## src/rtl/spfc_pkg.sv

```systemverilog
/*
 * Shared constants and types for the shared pin function control block.
 * Assumes an 8-bit register port with eight byte-wide registers.
 */
package spfc_pkg;
    // Widths.
    localparam int DW = 8;
    localparam int AW = 3;
    localparam int NPIN = 6;
    localparam int NKEY = 4;
    localparam int CW = 4;

    // Register addresses.
    localparam logic [AW-1:0] ADDR_OPT = 3'h0;
    localparam logic [AW-1:0] ADDR_FRC = 3'h1;
    localparam logic [AW-1:0] ADDR_PUE = 3'h2;
    localparam logic [AW-1:0] ADDR_SLEW = 3'h3;
    localparam logic [AW-1:0] ADDR_DRV = 3'h4;
    localparam logic [AW-1:0] ADDR_KPE = 3'h5;
    localparam logic [AW-1:0] ADDR_KES = 3'h6;
    localparam logic [AW-1:0] ADDR_STAT = 3'h7;

    // Bit positions in system_options_one.
    localparam int OPT_RST_EN = 0;
    localparam int OPT_DBG_EN = 1;
    localparam int OPT_IRQ_EN = 2;
    localparam int OPT_IRQ_PDD = 3;
    localparam int OPT_IRQ_RISE = 4;
    localparam int OPT_TOP = 4;
    localparam logic [DW-1:0] OPT_RESET = 8'h02;

    // Bit of the debug force reset register.
    localparam int FRC_BIT = 0;

    // Bit positions in the status register.
    localparam int STAT_RST_FN = 0;
    localparam int STAT_ABM = 1;
    localparam int STAT_A5 = 2;
    localparam int STAT_SRC_PIN = 3;
    localparam int STAT_SRC_FRC = 4;

    // Pin numbers on port A.
    localparam int PIN_DBG = 4;
    localparam int PIN_SHARED = 5;

    // Clock rates and bus divider.
    localparam int INT_CLK_HZ = 16_000_000;
    localparam int BUS_CLK_HZ = 4_000_000;
    localparam int BUS_DIV = INT_CLK_HZ / BUS_CLK_HZ;
    localparam int BUS_DIV_W = 2;
    localparam logic [BUS_DIV_W-1:0] BUS_DIV_LAST = BUS_DIV_W'(BUS_DIV - 1);

    // Bus ticks that an internal reset lasts after its cause ends.
    localparam logic [CW-1:0] HOLD_TICKS = 4'h8;

    // Reset sequencer states.
    typedef enum logic [3:0] {
        ST_POR = 4'h1,
        ST_RUN = 4'h2,
        ST_PINRST = 4'h4,
        ST_FORCE = 4'h8
    } spfc_state_t;

    // Function currently given to the shared pin.
    typedef struct packed {
        logic reset_fn;
        logic irq_fn;
        logic capture_fn;
        logic gpio_fn;
    } spfc_func_t;

    // Pad controls for port A.
    typedef struct packed {
        logic [NPIN-1:0] pull_en;
        logic [NPIN-1:0] pull_down;
        logic [NPIN-1:0] slew_en;
        logic [NPIN-1:0] drive_high;
    } spfc_pad_t;
endpackage : spfc_pkg

```

## src/rtl/spfc_sync.sv

```systemverilog
/*
 * Two-flop synchroniser, one chain per bit.
 * Assumes idle-high pins, so each chain resets to one.
 */
`timescale 1ns/100ps
module spfc_sync #(
    parameter int W = 2
) (
    // Clock and reset.
    input wire logic i_ref_clk,
    input wire logic i_rst,
    // Asynchronous levels in, synchronised levels out.
    input wire logic [W-1:0] i_async,
    output logic [W-1:0] o_sync
);
    genvar g;
    generate
        for (g = 0; g < W; g++) begin : g_chain
            logic meta;
            // First flop feeds only the second one.
            always_ff @(posedge i_ref_clk) begin
                if (i_rst) begin
                    meta <= 1'b1;
                    o_sync[g] <= 1'b1;
                end else begin
                    meta <= i_async[g];
                    o_sync[g] <= meta;
                end
            end
        end
    endgenerate
endmodule : spfc_sync

```

## src/rtl/spfc_bus_div.sv

```systemverilog
/*
 * Bus clock divider making a one-cycle tick at the bus rate.
 * Assumes the reference clock stands for the internal clock source.
 */
`timescale 1ns/100ps
module spfc_bus_div (
    // Clock and reset.
    input wire logic i_ref_clk,
    input wire logic i_rst,
    // Bus rate tick.
    output logic o_tick
);
    logic [spfc_pkg::BUS_DIV_W-1:0] cnt;

    // Counts the divide ratio and pulses on the last count.
    always_ff @(posedge i_ref_clk) begin
        if (i_rst) begin
            cnt <= '0;
            o_tick <= 1'b0;
        end else begin
            o_tick <= (cnt == spfc_pkg::BUS_DIV_LAST);
            if (cnt == spfc_pkg::BUS_DIV_LAST) begin
                cnt <= '0;
            end else begin
                cnt <= cnt + 1'b1;
            end
        end
    end
endmodule : spfc_bus_div

```

## src/rtl/spfc_top.sv

```systemverilog
/*
 * Shared pin function control: function of the shared reset-capable pin,
 * pad pull, slew and drive controls of port A, reset requests and mode entry.
 * Assumes i_ref_clk is the system bus clock, i_rst is the power-on reset,
 * and the core applies o_int_reset as its internal reset.
 */
// Behaviour
// - Power-on into user mode leaves the shared pin a port A input.
// - Reset-pin enable makes the pin reset input until next power-on.
// - Low level on the pin in reset function resets the device.
// - Reset-pin enable turns on the shared pin pullup automatically.
// - Power-on into background mode makes the shared pin the reset input.
// - Timer two capture mode routes the pin to its capture input.
// - Interrupt-pin enable gives a pull device; software picks its direction.
// - Port A bit 4 pullup is on while debug pin enable is set.
// - Keypad edge select turns an enabled keypad pullup into pulldown.
// - All registers run on the system bus clock.
// - Out of reset the bus runs at a quarter of the internal clock.
// - Background mode only from mode pin low at power-on or force reset.
// - Pullups on inputs, bits 4 and 5 also by function; slew and drive per pin on outputs.
// - Pullup is forced off while any driver uses the pin as output, except bit 4 under debug enable and bit 5 in reset or interrupt function.
// - Every reset sets debug pin enable; software clears it.
`timescale 1ns/100ps
module spfc_top (
    // Clock and reset.
    input wire logic i_ref_clk,
    input wire logic i_rst,
    // Register port.
    input wire logic [spfc_pkg::AW-1:0] i_addr,
    input wire logic [spfc_pkg::DW-1:0] i_wdata,
    input wire logic i_wr,
    input wire logic i_rd,
    output logic [spfc_pkg::DW-1:0] o_rdata,
    // Pins and pin usage.
    input wire logic i_port_a_bit5,
    input wire logic i_port_a_bit4,
    input wire logic [spfc_pkg::NPIN-1:0] i_port_dir_out,
    input wire logic [spfc_pkg::NPIN-1:0] i_periph_out,
    input wire logic i_timer_two_capture_mode,
    // Routed shared pin levels.
    output logic o_port_a_bit5,
    output logic o_ext_interrupt_in,
    output logic o_timer_two_capture_input,
    output spfc_pkg::spfc_func_t o_func,
    // Pad controls.
    output spfc_pkg::spfc_pad_t o_pad,
    // Reset and mode.
    output logic o_int_reset,
    output logic o_active_background_state,
    output logic o_bus_tick
);
    typedef struct packed {
        spfc_pkg::spfc_state_t fsm;
        logic [spfc_pkg::CW-1:0] cnt;
        logic [spfc_pkg::DW-1:0] opt;
        logic [spfc_pkg::NPIN-1:0] pue;
        logic [spfc_pkg::NPIN-1:0] slew;
        logic [spfc_pkg::NPIN-1:0] drv;
        logic [spfc_pkg::NKEY-1:0] kpe;
        logic [spfc_pkg::NKEY-1:0] kes;
        logic abm;
        logic src_pin;
        logic src_frc;
        logic [spfc_pkg::DW-1:0] rdata;
        logic int_rst;
        logic tick;
        spfc_pkg::spfc_func_t func;
        spfc_pkg::spfc_pad_t pad;
        logic a5_lvl;
        logic irq_in;
        logic cap_in;
    } spfc_st_t;

    spfc_st_t s;
    spfc_st_t next_s;
    logic [1:0] pin_sync;
    logic tick;
    logic a5_sync;
    logic a4_sync;

    // Synchronises the shared pin and the mode select pin.
    // reset pin synchroniser
    spfc_sync #(
        .W(2)
    ) u_sync (
        .i_ref_clk(i_ref_clk),
        .i_rst(i_rst),
        .i_async({i_port_a_bit5, i_port_a_bit4}),
        .o_sync(pin_sync)
    );

    // Bus rate tick paces the reset sequencer.
    // default bus divider
    spfc_bus_div u_div (
        .i_ref_clk(i_ref_clk),
        .i_rst(i_rst),
        .o_tick(tick)
    );

    assign a5_sync = pin_sync[1];
    assign a4_sync = pin_sync[0];

    // Restores software settings on any reset; the sticky enable takes keep_rst.
    function automatic spfc_st_t apply_reset(input spfc_st_t v, input logic keep_rst);
        spfc_st_t r;
        r = v;
        r.opt = spfc_pkg::OPT_RESET;
        r.opt[spfc_pkg::OPT_RST_EN] = keep_rst;
        r.pue = '0;
        r.slew = '0;
        r.drv = '0;
        r.kpe = '0;
        r.kes = '0;
        r.cnt = '0;
        return r;
    endfunction : apply_reset

    // Next state: bus access, reset sequencer and pin routing.
    always_comb begin
        next_s = s;
        next_s.rdata = '0;
        next_s.tick = tick;

        if (i_wr && (s.fsm == spfc_pkg::ST_RUN)) begin
            if (i_addr == spfc_pkg::ADDR_OPT) begin
                next_s.opt = {3'h0, i_wdata[spfc_pkg::OPT_TOP:0]};
                next_s.opt[spfc_pkg::OPT_RST_EN] =
                    s.opt[spfc_pkg::OPT_RST_EN] | i_wdata[spfc_pkg::OPT_RST_EN];
            end else if (i_addr == spfc_pkg::ADDR_FRC) begin
                if (i_wdata[spfc_pkg::FRC_BIT]) begin
                    // Built on next_s so the bus tick and read data keep their pace.
                    next_s = apply_reset(next_s, s.opt[spfc_pkg::OPT_RST_EN]);
                    next_s.fsm = spfc_pkg::ST_FORCE;
                end
            end else if (i_addr == spfc_pkg::ADDR_PUE) begin
                next_s.pue = i_wdata[spfc_pkg::NPIN-1:0];
            end else if (i_addr == spfc_pkg::ADDR_SLEW) begin
                next_s.slew = i_wdata[spfc_pkg::NPIN-1:0];
            end else if (i_addr == spfc_pkg::ADDR_DRV) begin
                next_s.drv = i_wdata[spfc_pkg::NPIN-1:0];
            end else if (i_addr == spfc_pkg::ADDR_KPE) begin
                next_s.kpe = i_wdata[spfc_pkg::NKEY-1:0];
            end else if (i_addr == spfc_pkg::ADDR_KES) begin
                next_s.kes = i_wdata[spfc_pkg::NKEY-1:0];
            end
        end

        // Read data stand for one cycle after the strobe.
        if (i_rd) begin
            if (i_addr == spfc_pkg::ADDR_OPT) begin
                next_s.rdata = s.opt;
            end else if (i_addr == spfc_pkg::ADDR_PUE) begin
                next_s.rdata = {2'h0, s.pue};
            end else if (i_addr == spfc_pkg::ADDR_SLEW) begin
                next_s.rdata = {2'h0, s.slew};
            end else if (i_addr == spfc_pkg::ADDR_DRV) begin
                next_s.rdata = {2'h0, s.drv};
            end else if (i_addr == spfc_pkg::ADDR_KPE) begin
                next_s.rdata = {4'h0, s.kpe};
            end else if (i_addr == spfc_pkg::ADDR_KES) begin
                next_s.rdata = {4'h0, s.kes};
            end else if (i_addr == spfc_pkg::ADDR_STAT) begin
                next_s.rdata[spfc_pkg::STAT_RST_FN] = s.func.reset_fn;
                next_s.rdata[spfc_pkg::STAT_ABM] = s.abm;
                next_s.rdata[spfc_pkg::STAT_A5] = s.a5_lvl;
                next_s.rdata[spfc_pkg::STAT_SRC_PIN] = s.src_pin;
                next_s.rdata[spfc_pkg::STAT_SRC_FRC] = s.src_frc;
            end
        end

        // Reset sequencer.
        case (s.fsm)
            spfc_pkg::ST_POR: begin
                if (tick) begin
                    next_s.cnt = s.cnt + 4'h1;
                end
                if (s.cnt == spfc_pkg::HOLD_TICKS) begin
                    next_s.fsm = spfc_pkg::ST_RUN;
                    next_s.cnt = '0;
                    next_s.abm = ~a4_sync;
                    next_s.opt[spfc_pkg::OPT_RST_EN] = ~a4_sync;
                end
            end
            spfc_pkg::ST_RUN: begin
                if (s.func.reset_fn && !a5_sync) begin
                    next_s = apply_reset(next_s, 1'b1);
                    next_s.fsm = spfc_pkg::ST_PINRST;
                end
            end
            spfc_pkg::ST_PINRST: begin
                if (!a5_sync) begin
                    next_s.cnt = '0;
                end else if (tick) begin
                    next_s.cnt = s.cnt + 4'h1;
                end
                if (a5_sync && (s.cnt == spfc_pkg::HOLD_TICKS)) begin
                    next_s.fsm = spfc_pkg::ST_RUN;
                    next_s.cnt = '0;
                    next_s.src_pin = 1'b1;
                    next_s.src_frc = 1'b0;
                    next_s.abm = 1'b0;
                end
            end
            spfc_pkg::ST_FORCE: begin
                if (tick) begin
                    next_s.cnt = s.cnt + 4'h1;
                end
                if (s.cnt == spfc_pkg::HOLD_TICKS) begin
                    next_s.fsm = spfc_pkg::ST_RUN;
                    next_s.cnt = '0;
                    next_s.src_pin = 1'b0;
                    next_s.src_frc = 1'b1;
                    next_s.abm = ~a4_sync;
                end
            end
            default: begin
                next_s.fsm = spfc_pkg::ST_POR;
                next_s.cnt = '0;
            end
        endcase

        next_s.int_rst = (next_s.fsm != spfc_pkg::ST_RUN);

        // Shared pin function, highest priority first.
        // reset function while enabled
        next_s.func.reset_fn = next_s.opt[spfc_pkg::OPT_RST_EN];
        next_s.func.irq_fn = ~next_s.func.reset_fn & next_s.opt[spfc_pkg::OPT_IRQ_EN];
        next_s.func.capture_fn = ~next_s.func.reset_fn & ~next_s.func.irq_fn
            & i_timer_two_capture_mode;
        next_s.func.gpio_fn = ~next_s.func.reset_fn & ~next_s.func.irq_fn
            & ~next_s.func.capture_fn;
        next_s.a5_lvl = a5_sync;
        next_s.irq_in = next_s.func.irq_fn ? a5_sync : 1'b1;
        next_s.cap_in = next_s.func.capture_fn & a5_sync;

        // Pad controls for each port A pin.
        for (int i = 0; i < spfc_pkg::NPIN; i++) begin
            next_s.pad.pull_en[i] = 1'b0;
            next_s.pad.pull_down[i] = 1'b0;
            if (!(i_port_dir_out[i] | i_periph_out[i])) begin
                next_s.pad.pull_en[i] = next_s.pue[i];
            end
            next_s.pad.slew_en[i] = next_s.slew[i] & (i_port_dir_out[i] | i_periph_out[i]);
            next_s.pad.drive_high[i] = next_s.drv[i] & (i_port_dir_out[i] | i_periph_out[i]);
        end
        for (int k = 0; k < spfc_pkg::NKEY; k++) begin
            next_s.pad.pull_down[k] = next_s.kpe[k] & next_s.kes[k] & next_s.pad.pull_en[k];
        end
        if (next_s.opt[spfc_pkg::OPT_DBG_EN]) begin
            next_s.pad.pull_en[spfc_pkg::PIN_DBG] = 1'b1;
            next_s.pad.pull_down[spfc_pkg::PIN_DBG] = 1'b0;
        end
        if (next_s.func.irq_fn) begin
            next_s.pad.pull_en[spfc_pkg::PIN_SHARED] = ~next_s.opt[spfc_pkg::OPT_IRQ_PDD];
            next_s.pad.pull_down[spfc_pkg::PIN_SHARED] = next_s.opt[spfc_pkg::OPT_IRQ_RISE];
        end
        if (next_s.func.reset_fn) begin
            next_s.pad.pull_en[spfc_pkg::PIN_SHARED] = 1'b1;
            next_s.pad.pull_down[spfc_pkg::PIN_SHARED] = 1'b0;
        end

        // Power-on reset values.
        if (i_rst) begin
            next_s = '0;
            next_s = apply_reset(next_s, 1'b0);
            next_s.fsm = spfc_pkg::ST_POR;
            next_s.int_rst = 1'b1;
            next_s.irq_in = 1'b1;
            next_s.a5_lvl = 1'b1;
            next_s.func.gpio_fn = 1'b1;
            next_s.pad.pull_en[spfc_pkg::PIN_DBG] = 1'b1;
        end
    end

    // Registers the whole state on the system bus clock.
    // single bus clock domain
    always_ff @(posedge i_ref_clk) begin
        s <= next_s;
    end

    // Outputs straight from the state flops.
    assign o_rdata = s.rdata;
    assign o_port_a_bit5 = s.a5_lvl;
    assign o_ext_interrupt_in = s.irq_in;
    assign o_timer_two_capture_input = s.cap_in;
    assign o_func = s.func;
    assign o_pad = s.pad;
    assign o_int_reset = s.int_rst;
    assign o_active_background_state = s.abm;
    assign o_bus_tick = s.tick;
endmodule : spfc_top

```

## config.mk

```make
export PLATFORM = sky130hd
export DESIGN_NAME = spfc_top
export DESIGN_NICKNAME = d
export VERILOG_FILES = /design/src/rtl/spfc_pkg.sv /design/src/rtl/spfc_sync.sv /design/src/rtl/spfc_bus_div.sv /design/src/rtl/spfc_top.sv
export SDC_FILE = /design/constraint.sdc
export NUM_CORES = 1
export LEC_CHECK = 0
export BUFFER_PORTS_ARGS = -buffer_cell sky130_fd_sc_hd__buf_4
export CORE_UTILIZATION = 30
export CTS_CLUSTER_DIAMETER = 60
export DETAILED_ROUTE_END_ITERATION = 10
export MAX_ROUTING_LAYER = met4
export PLACE_DENSITY = 0.53
export SYNTH_ARGS = -nofsm -noshare
export SYNTH_HDL_FRONTEND = slang
export SYNTH_HIERARCHICAL = 1
export SYNTH_SLANG_ARGS = --single-unit
```

## constraint.sdc

```tcl
create_clock -name i_ref_clk -period 2.78 [get_ports i_ref_clk]
set_input_delay 0.556 -clock i_ref_clk [delete_from_list [all_inputs] [get_ports i_ref_clk]]
set_output_delay 0.556 -clock i_ref_clk [all_outputs]
set_load 0.1 [all_outputs]
```

# --- Word level (Yosys, flattened, before mapping) ---
# Index checks and enable logic that the tools add are counted.
op_classes:
  div_mod_pow: 0
  eq_ne: 14
  n_reduce_logical: 10
  n_lt_le_gt_ge: 0
  mux: 53
  shift: 0
  add_sub_neg: 2
  bitwise: 37
  mul: 0
ops:
  columns: ["cell", "n"]
  rows:
  - ["86-bit two-way mux", 6]
  - ["8-bit two-way mux", 11]
  - ["70-bit two-way mux", 1]
  - ["26-bit two-way mux", 2]
  - ["44-bit two-way mux", 1]
  - ["41-bit two-way mux", 1]
  - ["1-bit AND", 25]
  - ["8-bit case mux with 3 select lines", 1]
  - ["20-bit two-way mux", 1]
  - ["4-bit two-way mux", 5]
  - ["6-bit two-way mux", 3]
  - ["16-bit two-way mux", 1]
  - ["14-bit two-way mux", 1]
  - ["3-bit equality test, second input constant", 4]
  - ["1-bit two-way mux", 10]
  - ["5-bit two-way mux", 2]
  - ["3-bit two-way mux", 3]
  - ["4-bit equality test, second input constant", 2]
  - ["2-bit OR reduction", 4]
  - ["7-bit two-way mux", 1]
  - ["1-bit OR", 7]
  - ["3-bit by 2-bit equality test with 1-bit output, second input constant", 2]
  - ["2-bit case mux with 3 select lines", 1]
  - ["1-bit inverter", 5]
  - ["14 further kinds", 16]
word_totals:
  rom_bits: 0
  out_inout_bits: 42
  memories: 0
  ram_bits: 0
  reg_bits: 93
  input_bits: 30
  latch_bits: 0

# --- Logic depth before layout (Yosys ltp) ---
# Gate-level depths: netlist (run 1).
logic_depth:
  depth_word: 26
  ltp_mapped: 7
  mapped_depth_nobuf: 7

# --- Cells and area by module ---
# The synthesis (run 1) kept the hierarchy.
by_module_without_submodules:
  columns: ["mod", "area_each_um2", "cells_each", "n_inst"]
  rows:
  - ["spfc_top", 3848.7, 433, 1]
  - ["spfc_sync", 105.1, 8, 1]
  - ["spfc_bus_div", 103.8, 7, 1]

# --- Worst setup path before layout (run 1) ---
# OpenSTA, ideal clock, no wires.
synth_timing:
  path_kind: "input-to-reg"
  startpoint: "input i_addr[0] (netlist bit)"
  endpoint: "register s (netlist bit o_timer_two_capture_input)"
  slack_ps: 638
  arrival_time_ps: 2026
  cell_stages: 6
  path_buffers: 1
  path_cell_list: "buf_2 or4b_2 nor2_4 a22o_1 a21oi_1 and4_1"
synth_via:
  elab_chain_cells: 12
synth_rtl:
  columns: ["item", "line_no", "source"]
  rows:
  - ["start: declaration", "spfc_top.sv:29", "input wire logic [spfc_pkg::AW-1:0] i_addr,"]
  - ["3-bit by 1-bit equality test with 1-bit output", "spfc_top.sv:129", "end else if (i_addr == spfc_pkg::ADDR_FRC) begin"]
  - ["16-bit two-way mux", "spfc_top.sv:129", null]
  - ["8-bit two-way mux *", "spfc_top.sv:125", "if (i_addr == spfc_pkg::ADDR_OPT) begin"]
  - ["86-bit two-way mux *", "spfc_top.sv:124", "if (i_wr && (s.fsm == spfc_pkg::ST_RUN)) begin"]
  - ["86-bit two-way mux or 1-bit two-way mux (tied branches)", "spfc_top.sv:185, spfc_top.sv:177", null]
  - ["1-bit case mux with 2 select lines", "spfc_top.sv:172", "case (s.fsm)"]
  - ["1-bit inverter", "spfc_top.sv:227, spfc_top.sv:228", null]
  - ["1-bit AND", "spfc_top.sv:227", "next_s.func.irq_fn = ~next_s.func.reset_fn & next_s.opt[spfc_pkg::OPT_IRQ_EN];"]
  - ["1-bit inverter (no source line)", null, null]
  - ["1-bit AND *", "spfc_top.sv:228", "next_s.func.capture_fn = ~next_s.func.reset_fn & ~next_s.func.irq_fn"]
  - ["1-bit AND *", "spfc_top.sv:229", "& i_timer_two_capture_mode;"]
  - ["1-bit AND *", "spfc_top.sv:234", "next_s.cap_in = next_s.func.capture_fn & a5_sync;"]
  - ["end signal: assignment", "spfc_top.sv:278", "s <= next_s;"]
  - ["end: declaration", "spfc_top.sv:74", "spfc_st_t s;"]
# Every way passes the cells marked *; elsewhere a longest branch is shown, timed or not.
# A chain may end at the register's enable or synchronous reset.

# --- Worst setup path after layout (run 1) ---
layout_timing:
  startpoint: "register s[85] (netlist bit)"
  endpoint: "register s (netlist bit o_pad[12])"
layout_via:
  elab_chain_cells: 7
layout_rtl:
  columns: ["item", "line_no", "source"]
  rows:
  - ["4-bit by 2-bit equality test with 1-bit output *", "spfc_top.sv:124, spfc_top.sv:172", null]
  - ["1-bit logical AND", "spfc_top.sv:124", null]
  - ["86-bit two-way mux", "spfc_top.sv:124", null]
  - ["86-bit two-way mux", "spfc_top.sv:185", "if (s.func.reset_fn && !a5_sync) begin"]
  - ["26-bit two-way mux *", "spfc_top.sv:172", null]
  - ["1-bit AND or 1-bit two-way mux (tied branches)", "spfc_top.sv:247, spfc_top.sv:240", null]
  - ["1-bit AND *", "spfc_top.sv:247", "next_s.pad.pull_down[k] = next_s.kpe[k] & next_s.kes[k] & next_s.pad.pull_en[k];"]
# Marks and branches as above.

==> results of run 1 <==
[flip-flops by register name, indices dropped and copies added (netlist names)]
| signal | count |
|---|---|
| u_sync/o_sync | 2 |
| o_timer_two_capture_input | 1 |
| o_ext_interrupt_in | 1 |
| o_bus_tick | 1 |
| u_div/o_tick | 1 |
| o_rdata | 8 |
| o_active_background_state | 1 |
| o_int_reset | 1 |
| u_sync/g_chain.meta | 2 |
| s | 44 |
| o_pad | 23 |
| u_div/cnt | 2 |
| o_func | 3 |
| o_port_a_bit5 | 1 |
[per-stage QoR]
| step | hold slack, ps | instances | utilization [%] | area (um^2) |
|---|---|---|---|---|
| 2_1_floorplan | 383 | 448 | - | 4060 |
| 3_3_place_gp | 390 | 646 | 33.9 | 4490 |
| 3_5_place_dp | 388 | 646 | 33.9 | 4490 |
| 4_1_cts | 363 | 662 | 36.0 | 4760 |
| 5_1_grt | 364 | 662 | 36.0 | 4760 |
| 6_report | 367 | 662 | 36.0 | 4760 |
[layout make-up]
class / count / share of cell area (%)
Clock buffer: 10 / 4.81
Clock inverter: 6 / 0.867
Inverter: 13 / 1.02
Multi-Input combinational cell: 288 / 38.1
Sequential cell: 91 / 38.3
Tap cell: 176 / 4.62
Timing Repair Buffer: 78 / 12.3
[worst max-delay path: cells and delay by family, from the launching register on]
| kind | cells | cell delay (ps) |
|---|---|---|
| flops | 1 | 470 |
| simple gates | 4 | 1340 |
| buf+inv | 1 | 210 |
| compound gates | 1 | 90 |
[path summary, 6_finish.rpt]
path	slack (ps)	startpoint	endpoint
max	590	s[85]$_SDFF_PP0_	o_pad[12]$_SDFF_PP0_
min	370	i_port_dir_out[0]	o_pad[18]$_SDFF_PP0_
max reg2reg	590	s[85]$_SDFF_PP0_	o_pad[12]$_SDFF_PP0_
min reg2reg	400	u_sync/g_chain[1].meta$_SDFF_PP1_	u_sync/o_sync[1]$_SDFF_PP1_
[cells by family after synthesis]
family	after synthesis	synth area share [%]
compound gates	82	13.7
buf+inv	69	10.4
simple gates	182	25.1
mux	18	4.44
fa+ha+maj	3	0.925
xor+xnor	2	0.432
flops	91	44.9
other cells	1	0.0924
[layer usage]
| layer | vias up | GRT usage [%] |
|---|---|---|
| met4 | 0 | 6.09 |
| met3 | 23 | 4.54 |
| met5 | - | - |
| met2 | 90 | 25.8 |
| li1 | 1612 | - |
| met1 | 1515 | 18.6 |
[synthesized netlist by cell type, drive strengths merged (3+ instances only)]
cell / number / area share, %
nor4: 7 / 1.7
nor2: 59 / 5.6
nand3: 13 / 1.7
and3: 3 / 0.46
and2: 4 / 0.62
o21ai: 15 / 1.9
dfxtp: 91 / 45
nand2: 24 / 2.2
nand4b: 3 / 0.80
a21o: 5 / 0.93
a221oi: 4 / 0.86
or3: 3 / 0.46
nor3: 18 / 2.3
or4b: 3 / 0.74
nor2b: 9 / 1.4
a22oi: 11 / 2.0
a32oi: 3 / 0.65
buf: 49 / 8.5
o31ai: 6 / 1.1
nand2b: 7 / 1.1
or2: 5 / 0.77
mux2i: 18 / 4.4
clkbuf: 7 / 0.65
nand4: 4 / 0.62
a31oi: 4 / 0.62
ha: 3 / 0.93
inv: 13 / 1.2
a21oi: 21 / 2.8
nand3b: 3 / 0.56
nor3b: 12 / 2.3
[power breakdown]
part	internal [mW]	leakage [nW]	total, mW	switching [mW]
registers	1.32	0.736	1.33	0.0106
clock network	0.605	0.125	1.12	0.516
logic	0.0673	1.11	0.202	0.134
==> run metrics, run 1 <==
outcome completed; Total Nets Final roughly 510; Final Total Pwr ~2.7 mW; dominant synthesized flop cell sky130_fd_sc_hd__dfxtp_1; top sig layer met4; half-perimeter wire length of the detailed placement result 7430 um; worst slack, placed ~400 ps; buffers added on ports a little under 70; count of maximum capacitance violations 0; final hold vios 0; Max transition margin around 64%; CP required just over 3000 ps; remaining global-route overflow 0; wire length of the first global-routing pass 16700 um; M1 WL about 4500 um; Data arrival, critical path 2460 ps; number of gates resized after cts 0; Die Area 14000 um^2; share of flip-flops with an asynchronous set or reset 0%; portion of the post-synthesis area used by sequential elements roughly 45%; Pins Over Slew Limit 0; RSZ-0062 raised after global routing no; highest-count cells in the layout ignoring fill and taps 91 x sky130_fd_sc_hd__dfxtp_1, 78 x sky130_fd_sc_hd__buf_4, 58 x sky130_fd_sc_hd__nor2_1; slowest stage delay, CP about 520 ps; smallest setup slack after layout slightly below 600 ps; clock-pin slew reported for the worst setup and hold paths after clock tree synthesis about 70 ps; CTS Hold Bufs 0; Max Buffers Root-to-Sink 2; die outline height 118 um; io pins 72; Setup TNS Final 0 ps; number of synthesized register bits 91; most frequent standard cell in the layout excluding fill and tap cells sky130_fd_sc_hd__dfxtp_1; source-to-sink clock delay at the later pin of the worst-skew pair 350 ps; Met3 Routed Length about 520 um; number of antenna violations at the first check in global routing 0; synth unique cells 60; maximum number of pins on one net before global-route repair 24; area of the mapped netlist just over 4000 um^2; Wirelength per Cell 15.4 um; cell type of the slowest stage on the worst timing path sky130_fd_sc_hd__or4_4; average vias per placed instance around 4.9; initial core utilization between 30% and 40%; vias in the first global route about 3300; min-delay worst type in2reg; kind of end point of the critical path flop; min cycle time layout roughly 2200 ps; Chip Width 118 um; Worst setup SP type flop; maximum operating frequency approximately 460 MHz; Synthesized Nets between 400 and 500; clock tree from TritonCTS done; CTS buffer count 9; total routing usage reported by global routing 15.9%; Leak between 1.5 and 2 nW; share of layout cells above drive strength 1 a little under a quarter; diode count 0; core outline area 13200 um^2; total number of vias between 3000 and 4000; layout overhead on the synthesized area 17.4%; Max FO, Critical Path 14; DRT iter0 DRCs between 150 and 200; final clock period utilization by the worst path approximately 79%; detailed route wirelength on metal2 between 4000 and 5000 um; final setup violation count 0; clk sinks just over 90; # fillers approximately 1400; total number of yosys warnings 6; Slew @ Worst Pin between 500 and 600 ps; Placer Congestion between 0.8 and 0.9; Cell Chain, Critical Path nor4b_4 -> buf_4 -> and2_1 -> a21oi_2 -> or4_4 -> nor4_2; post-synthesis average cell area between 9 and 10 um^2; post-route ant nets 0; Row Count 42; number of iterations in the first detailed-routing pass 4; number of cells traversed by the worst register-to-register path 6; maximum VDD drop ~0.26 mV; DRC violations left 0; Cells after Synth 448; sequential cell area in the final layout 1820 um^2; cell at the root of the clock tree sky130_fd_sc_hd__clkbuf_16; power density relative to cell area around 560 nW/um^2; H-tree depth 3; area of the multi-input gates 1820 um^2; hold depth 2; post-CTS setup buffer count 0; Post-Route Skew just under 7 ps; worst setup path category reg2reg; EDFF count, synth 0; final wirelength about 10000 um
Note: power is estimated with default switching activity, not from simulation.
==> run 2, diff against run 1 <==
==> constraint.sdc (replaced) <==
create_clock -name i_ref_clk -period 2.1 [get_ports i_ref_clk]
set_input_delay 0.42 -clock i_ref_clk [delete_from_list [all_inputs] [get_ports i_ref_clk]]
set_output_delay 0.42 -clock i_ref_clk [all_outputs]
set_load 0.1 [all_outputs]
==> run 2 against run 1 <==
Compared with the run above: final cell count increased by 5.0%; power is 50% higher; critical path type unchanged; die area did not move; clock-buffer cell count stayed put; global-route usage grew 0.37 points; maximum frequency up 13%; critical endpoint unchanged; non-clock buffer count rose by 33; sequential power is 32% higher; sequential cell count unchanged; register-to-register slack got worse by 420 ps; utilization grew 2.6 points; first-iteration DRC count grew 10%.
==> run metrics, run 2 (same netlist as run 1, synthesis figures left out) <==
outcome completed; final clock period utilization by the worst path between 90% and 100%; Max FO, Critical Path 8; Row Count between 40 and 50; Chip Width 118 um; total number of vias 3416; Leak between 2 and 2.5 nW; clock tree from TritonCTS done; core outline area between 10000 and 15000 um^2; kind of end point of the critical path flop; Cell Chain, Critical Path nor4b_4 -> buf_4 -> nand3_1 -> or3_1 -> a22oi_1 -> nor4_2; most frequent standard cell in the layout excluding fill and tap cells sky130_fd_sc_hd__buf_4; min cycle time layout 1930 ps; worst slack, placed around 5.7 ps; Data arrival, critical path 2160 ps; reg2reg setup slack 170 ps; vias in the first global route around 3400; DRT iter0 DRCs between 150 and 200; clk sinks 91; Worst setup SP type flop; smallest setup slack after layout 167 ps; RSZ-0062 raised after global routing no; core utilization of the finished layout about two fifths; layout overhead on the synthesized area 25.8%; relative contribution of the clock network to total power between 40 and 50%; Max Buffers Root-to-Sink 2; half-perimeter wire length of the detailed placement result 7850 um; CTS Hold Bufs 0; post-route ant nets 0; Switching Share ~23%; maximum VDD drop approximately 0.42 mV; total routing usage reported by global routing 16.3%; cell type of the slowest stage on the worst timing path sky130_fd_sc_hd__or3_1; register ranked first by flip-flop count s; power density relative to cell area 777 nW/um^2; die outline height 118 um; final hold vios 0; buffers and inverters on the worst path 1; CP required 2330 ps; maximum operating frequency about 520 MHz; io pins 72; start point of the worst min-delay path i_port_dir_out[2]; reg-to-reg critical path endpoint o_pad[12]$_SDFF_PP0_; maximum number of pins on one net before global-route repair 23; Placer Congestion between 0.8 and 0.9; source-to-sink clock delay at the later pin of the worst-skew pair approximately 360 ps; count of maximum capacitance violations 0; Pins Over Slew Limit 0; final wirelength ~10000 um; clock-pin slew reported for the worst setup and hold paths after clock tree synthesis around 70 ps; CTS buffer count 9; worst setup path category reg2reg; initial core utilization 30.6%; number of iterations in the first detailed-routing pass 4; cell at the root of the clock tree sky130_fd_sc_hd__clkbuf_16; diode count 0; net switching power 0.906 mW; buffers added on ports just under 70; number of antenna violations at the first check in global routing 0; portion of total power attributed to sequential cells ~44%; Die Area roughly 14000 um^2; family with the most delay on the worst path simple AND/OR/NAND/NOR gates; DRC violations left 0; r2r startpoint s[85]$_SDFF_PP0_; number of cells traversed by the worst register-to-register path 6; Hold Path Sink o_pad[20]$_SDFF_PP0_; number of flip-flops in the largest register 44; remaining global-route overflow 0; average vias per placed instance around 5; Post-Route Skew 10.8 ps; Comb power frac 7.4%; slowest stage delay, CP a little under 400 ps; share of layout cells above drive strength 1 28.1%; Wirelength per Cell ~15 um; min-delay worst type in2reg; final setup violation count 0; design internal power between 3 and 4 mW; Total Nets Final around 550; wire length of the first global-routing pass between 15000 and 20000 um; Setup TNS Final 0 ps; highest-count cells in the layout ignoring fill and taps 111 x sky130_fd_sc_hd__buf_4, 91 x sky130_fd_sc_hd__dfxtp_1, 58 x sky130_fd_sc_hd__nor2_1; H-tree depth 3; Final Hold Slack roughly 230 ps; hold depth 2
-- run 2: area by class of cell --
| cell class | count | area, um^2 |
|---|---|---|
| multi-input combinational | 288 | 1820 |
| inverter | 13 | 48.8 |
| clock inverter | 6 | 119 |
| tap | 176 | 220 |
| timing repair buffer | 111 | 833 |
| clock buffer | 10 | 239 |
| fill | 1377 | 8140 |
| sequential | 91 | 1820 |
-- run 2: power groups by stage --
stage | registers, mW | clock network (mW) | logic (mW)
after CTS | 1.75 | 1.97 | 0.295
after global routing | 1.75 | 2.03 | 0.318
final | 1.75 | 1.92 | 0.294
after floorplan | 1.80 | 0 | 0.165
after global placement | 1.79 | 0 | 0.290
after detailed placement | 1.79 | 0 | 0.295
-- run 2: per-layer routing --
metal  routed length [um]  part of all wire, %  GRT usage [%]  vias to the layer above
li1                     -                    -              -                     1670
met1                 4470                   43           18.5                     1624
met2                 5140                   49           26.6                       94
met3                  533                  5.1           4.05                       28
met4                  345                  3.3           8.09                        0
met5                    0                    0              -                        -
-- run 2: how the worst max path moves through the flow --
stage                                 from                              endpoint  slack (ps)  cells after the start
after floorplan                  i_addr[0]  o_timer_two_capture_input$_SDFF_PP0_          90                      6
after global placement    s[84]$_SDFF_PP0_                  o_pad[15]$_SDFF_PP0_          30                      6
after detailed placement  s[84]$_SDFF_PP0_                  o_pad[12]$_SDFF_PP0_           6                      5
after CTS                 s[78]$_SDFF_PP0_  o_timer_two_capture_input$_SDFF_PP0_         180                      7
after global routing      s[85]$_SDFF_PP0_                      s[80]$_SDFF_PP0_          30                      6
final                     s[85]$_SDFF_PP0_                  o_pad[12]$_SDFF_PP0_         170                      6
-- run 2: stage by stage --
| stage | area, um^2 | power, mW | std cells |
|---|---|---|---|
| floorplan | 4060 | 1.97 | 448 |
| global placement | 4720 | 2.08 | 676 |
| detailed placement | 4720 | 2.09 | 676 |
| CTS | 5100 | 4.02 | 695 |
| global route | 5100 | 4.10 | 695 |
| finish | 5100 | 3.97 | 695 |
-- run 2: worst register-to-register path, delay by kind of cell, from the launching register on --
| family | cells | cell delay [ps] |
|---|---|---|
| buffers and inverters | 1 | 210 |
| flip-flops | 1 | 330 |
| AND/OR/NAND/NOR | 4 | 880 |
| AO/OA/AOI/OAI | 1 | 390 |
-- run 2: repair_timing --
action                                  in CTS  in global routing
endpoints found under the setup margin       3                  1
gates resized for setup                      0                  1
pin swaps                                    1                  0
setup buffers                                3                  0
==> run 3, diff against run 2 <==
--- a/config.mk
+++ b/config.mk
@@ -5,6 +5,7 @@
 export SDC_FILE = /design/constraint.sdc
 export NUM_CORES = 1
 export LEC_CHECK = 0
+export ABC_AREA = 1
 export BUFFER_PORTS_ARGS = -buffer_cell sky130_fd_sc_hd__buf_4
 export CORE_UTILIZATION = 30
 export CTS_CLUSTER_DIAMETER = 60
==> run 3 against run 2 <==
Compared with the run above: combinational power grew 98%; critical endpoint is now s[80]$_SDFF_PP0_; clock-buffer cell count is 1 lower; global-route usage decreased by 0.58 points; critical path depth rose by 3.
==> run metrics, run 3 <==
core outline area between 10000 and 15000 um^2; die outline height between 100 and 150 um; source-to-sink clock delay at the later pin of the worst-skew pair ~350 ps; RSZ-0062 raised after global routing no; worst slack, placed ~290 ps; Cells after Synth 535; final hold vios 0; initial core utilization around 31%; sequential cell area in the final layout between 1500 and 2000 um^2; reg-to-reg critical path endpoint s[80]$_SDFF_PP0_; post-route ant nets 0; Max Buffers Root-to-Sink 2; final setup violation count 0; Setup TNS Final 0 ps; power density relative to cell area just under 900 nW/um^2; number of cells traversed by the worst register-to-register path 9; area share of the largest cell type after synthesis 45.6%; number of flip-flops in the largest register 44; register ranked first by flip-flop count s; most used standard cell by instance count after synthesis sky130_fd_sc_hd__nand2_1; share of flip-flops with an asynchronous set or reset 0%; min cycle time layout roughly 1700 ps; total routing usage reported by global routing 15.7%; synth unique cells 36; Placer Congestion around 0.87; wire length of the first global-routing pass 16200 um; Worst setup SP type flop; kind of end point of the critical path flop; half-perimeter wire length of the detailed placement result a little under 8000 um; clk sinks 91; total number of yosys warnings 6; clock-pin slew reported for the worst setup and hold paths after clock tree synthesis 60 ps; number of iterations in the first detailed-routing pass 4; number of synthesized register bits 91; maximum VDD drop between 0.3 and 0.4 mV; CTS Hold Bufs 0; share of layout cells above drive strength 1 between 20% and 30%; Row Count 41; Pins Over Slew Limit 0; # fillers 1396; area of the mapped netlist about 4000 um^2; Post-Route Skew roughly 10 ps; r2r startpoint s[78]$_SDFF_PP0_; cell at the root of the clock tree sky130_fd_sc_hd__clkbuf_16; final wirelength about 10000 um; core utilization of the finished layout around 37%; layout overhead on the synthesized area 19.9%; DRC violations left 0; leading post-synthesis cells by instance count 106 x sky130_fd_sc_hd__nand2_1, 91 x sky130_fd_sc_hd__dfxtp_1, 72 x sky130_fd_sc_hd__nor2_1, 65 x sky130_fd_sc_hd__inv_1, 37 x sky130_fd_sc_hd__buf_4; Hold Path Sink u_sync/g_chain[0].meta$_SDFF_PP1_; EDFF count, synth 0; Leak 2.20 nW; H-tree depth 3; Chip Width about 120 um; CTS buffer count 9; Cell Chain, Critical Path inv_1 -> ha_1 -> nand3_1 -> inv_1 -> nand2_1 -> nand2_1 -> o21ai_1 -> nand3_1 -> a21oi_1; start point of the worst min-delay path i_port_a_bit4; Die Area 13800 um^2; count of maximum capacitance violations 0; vias in the first global route 3263; portion of the post-synthesis area used by sequential elements between 40% and 50%; CP required around 2400 ps; io pins 72; total number of vias approximately 3400; clock tree from TritonCTS done; min-delay worst type in2reg; smallest setup slack after layout roughly 410 ps; diode count 0; slowest stage delay, CP 410 ps; area of the multi-input gates 1570 um^2; post-CTS setup buffer count 0; family with the most delay on the worst path simple AND/OR/NAND/NOR gates; maximum operating frequency about 600 MHz; average vias per placed instance 4.47; main area contributors after synthesis sky130_fd_sc_hd__dfxtp_1 46%, sky130_fd_sc_hd__nand2_1 10%, sky130_fd_sc_hd__buf_4 7.0%; cell taking the most area after synthesis sky130_fd_sc_hd__dfxtp_1; dominant synthesized flop cell sky130_fd_sc_hd__dfxtp_1; cell type of the slowest stage on the worst timing path sky130_fd_sc_hd__dfxtp_1; buffers and inverters on the worst path 2; Data arrival, critical path 1970 ps; Wirelength per Cell 13.1 um; hold depth 3; crit path launch s[78]$_SDFF_PP0_; post-synthesis average cell area roughly 7.5 um^2; number of gates resized after cts 0; outcome completed; final clock period utilization by the worst path about four fifths; remaining global-route overflow 0; Final Total Pwr approximately 4.2 mW; most frequent standard cell in the layout excluding fill and tap cells sky130_fd_sc_hd__nand2_1; DRT iter0 DRCs ~180; post-route cell area around 4800 um^2; Synthesized Nets around 570; worst setup path category reg2reg; buffers added on ports between 60 and 70; number of antenna violations at the first check in global routing 0; reg2reg setup slack between 400 and 500 ps; Total Nets Final ~610; highest-count cells in the layout ignoring fill and taps 106 x sky130_fd_sc_hd__nand2_1, 91 x sky130_fd_sc_hd__dfxtp_1, 73 x sky130_fd_sc_hd__buf_4; instance area after placement 4450 um^2; Max FO, Critical Path 5; maximum number of pins on one net before global-route repair 18
## run 3: how the worst max path moves through the flow
stage	cells past startpoint	to	slack (ps)
3_3_place_gp	10	o_pad[23]$_SDFF_PP0_	290
6_report	9	s[80]$_SDFF_PP0_	410
3_5_place_dp	10	o_pad[23]$_SDFF_PP0_	290
4_1_cts	9	s[79]$_SDFF_PP0_	410
2_1_floorplan	6	o_rdata[1]$_SDFF_PP0_	580
5_1_grt	9	s[80]$_SDFF_PP0_	170
## run 3: cell type report
class                   count  share of cell area [%]
clock buffers               9                    4.70
clock inverters             7                    2.43
inverters                  78                    6.16
multi-input cells         325                    32.8
flip-flops and latches     91                    38.0
well taps                 172                    4.49
repair buffers             73                    11.4
## run 3: per-stage QoR
stage / cells / hold slack (ps)
after CTS: 755 / 239
after global placement: 739 / 392
after detailed placement: 739 / 405
final: 755 / 248
after global routing: 755 / 249
after floorplan: 535 / 386
## run 3: kinds of logic (layout without fill, tap and decap cells)
family / count (synthesis) / count (layout) / share of synthesized area (%)
fa+ha+maj: 3 / 3 / 0.939
flops: 91 / 91 / 45.6
compound gates: 73 / 73 / 10.0
buf+inv: 119 / 167 / 15.1
other cells: 1 / 1 / 0.0938
simple gates: 248 / 248 / 28.2
## run 3: power breakdown
group / leakage (nW) / internal [mW] / switching, mW
clock network: 0.165 / 1.16 / 0.672
logic: 1.29 / 0.158 / 0.424
registers: 0.736 / 1.78 / 0.0341
total: 2.20 / 3.10 / 1.13
## run 3: worst register-to-register path, stage by stage (launching register included)
cell and delay, ps:
sky130_fd_sc_hd__dfxtp_1 410, sky130_fd_sc_hd__inv_1 110, sky130_fd_sc_hd__ha_1 210, sky130_fd_sc_hd__nand3_1 150, sky130_fd_sc_hd__inv_1 70, sky130_fd_sc_hd__nand2_1 60, sky130_fd_sc_hd__nand2_1 70, sky130_fd_sc_hd__o21ai_1 280
sky130_fd_sc_hd__nand3_1 150, sky130_fd_sc_hd__a21oi_1 140
## run 3: routing by layer
layer | track usage, % | vias to the layer above | wire (um)
li1 | - | 1738 | -
met1 | 17.4 | 1530 | 4240
met2 | 26.1 | 92 | 4870
met3 | 5.06 | 13 | 603
met4 | 6.01 | 0 | 171
met5 | - | - | 0
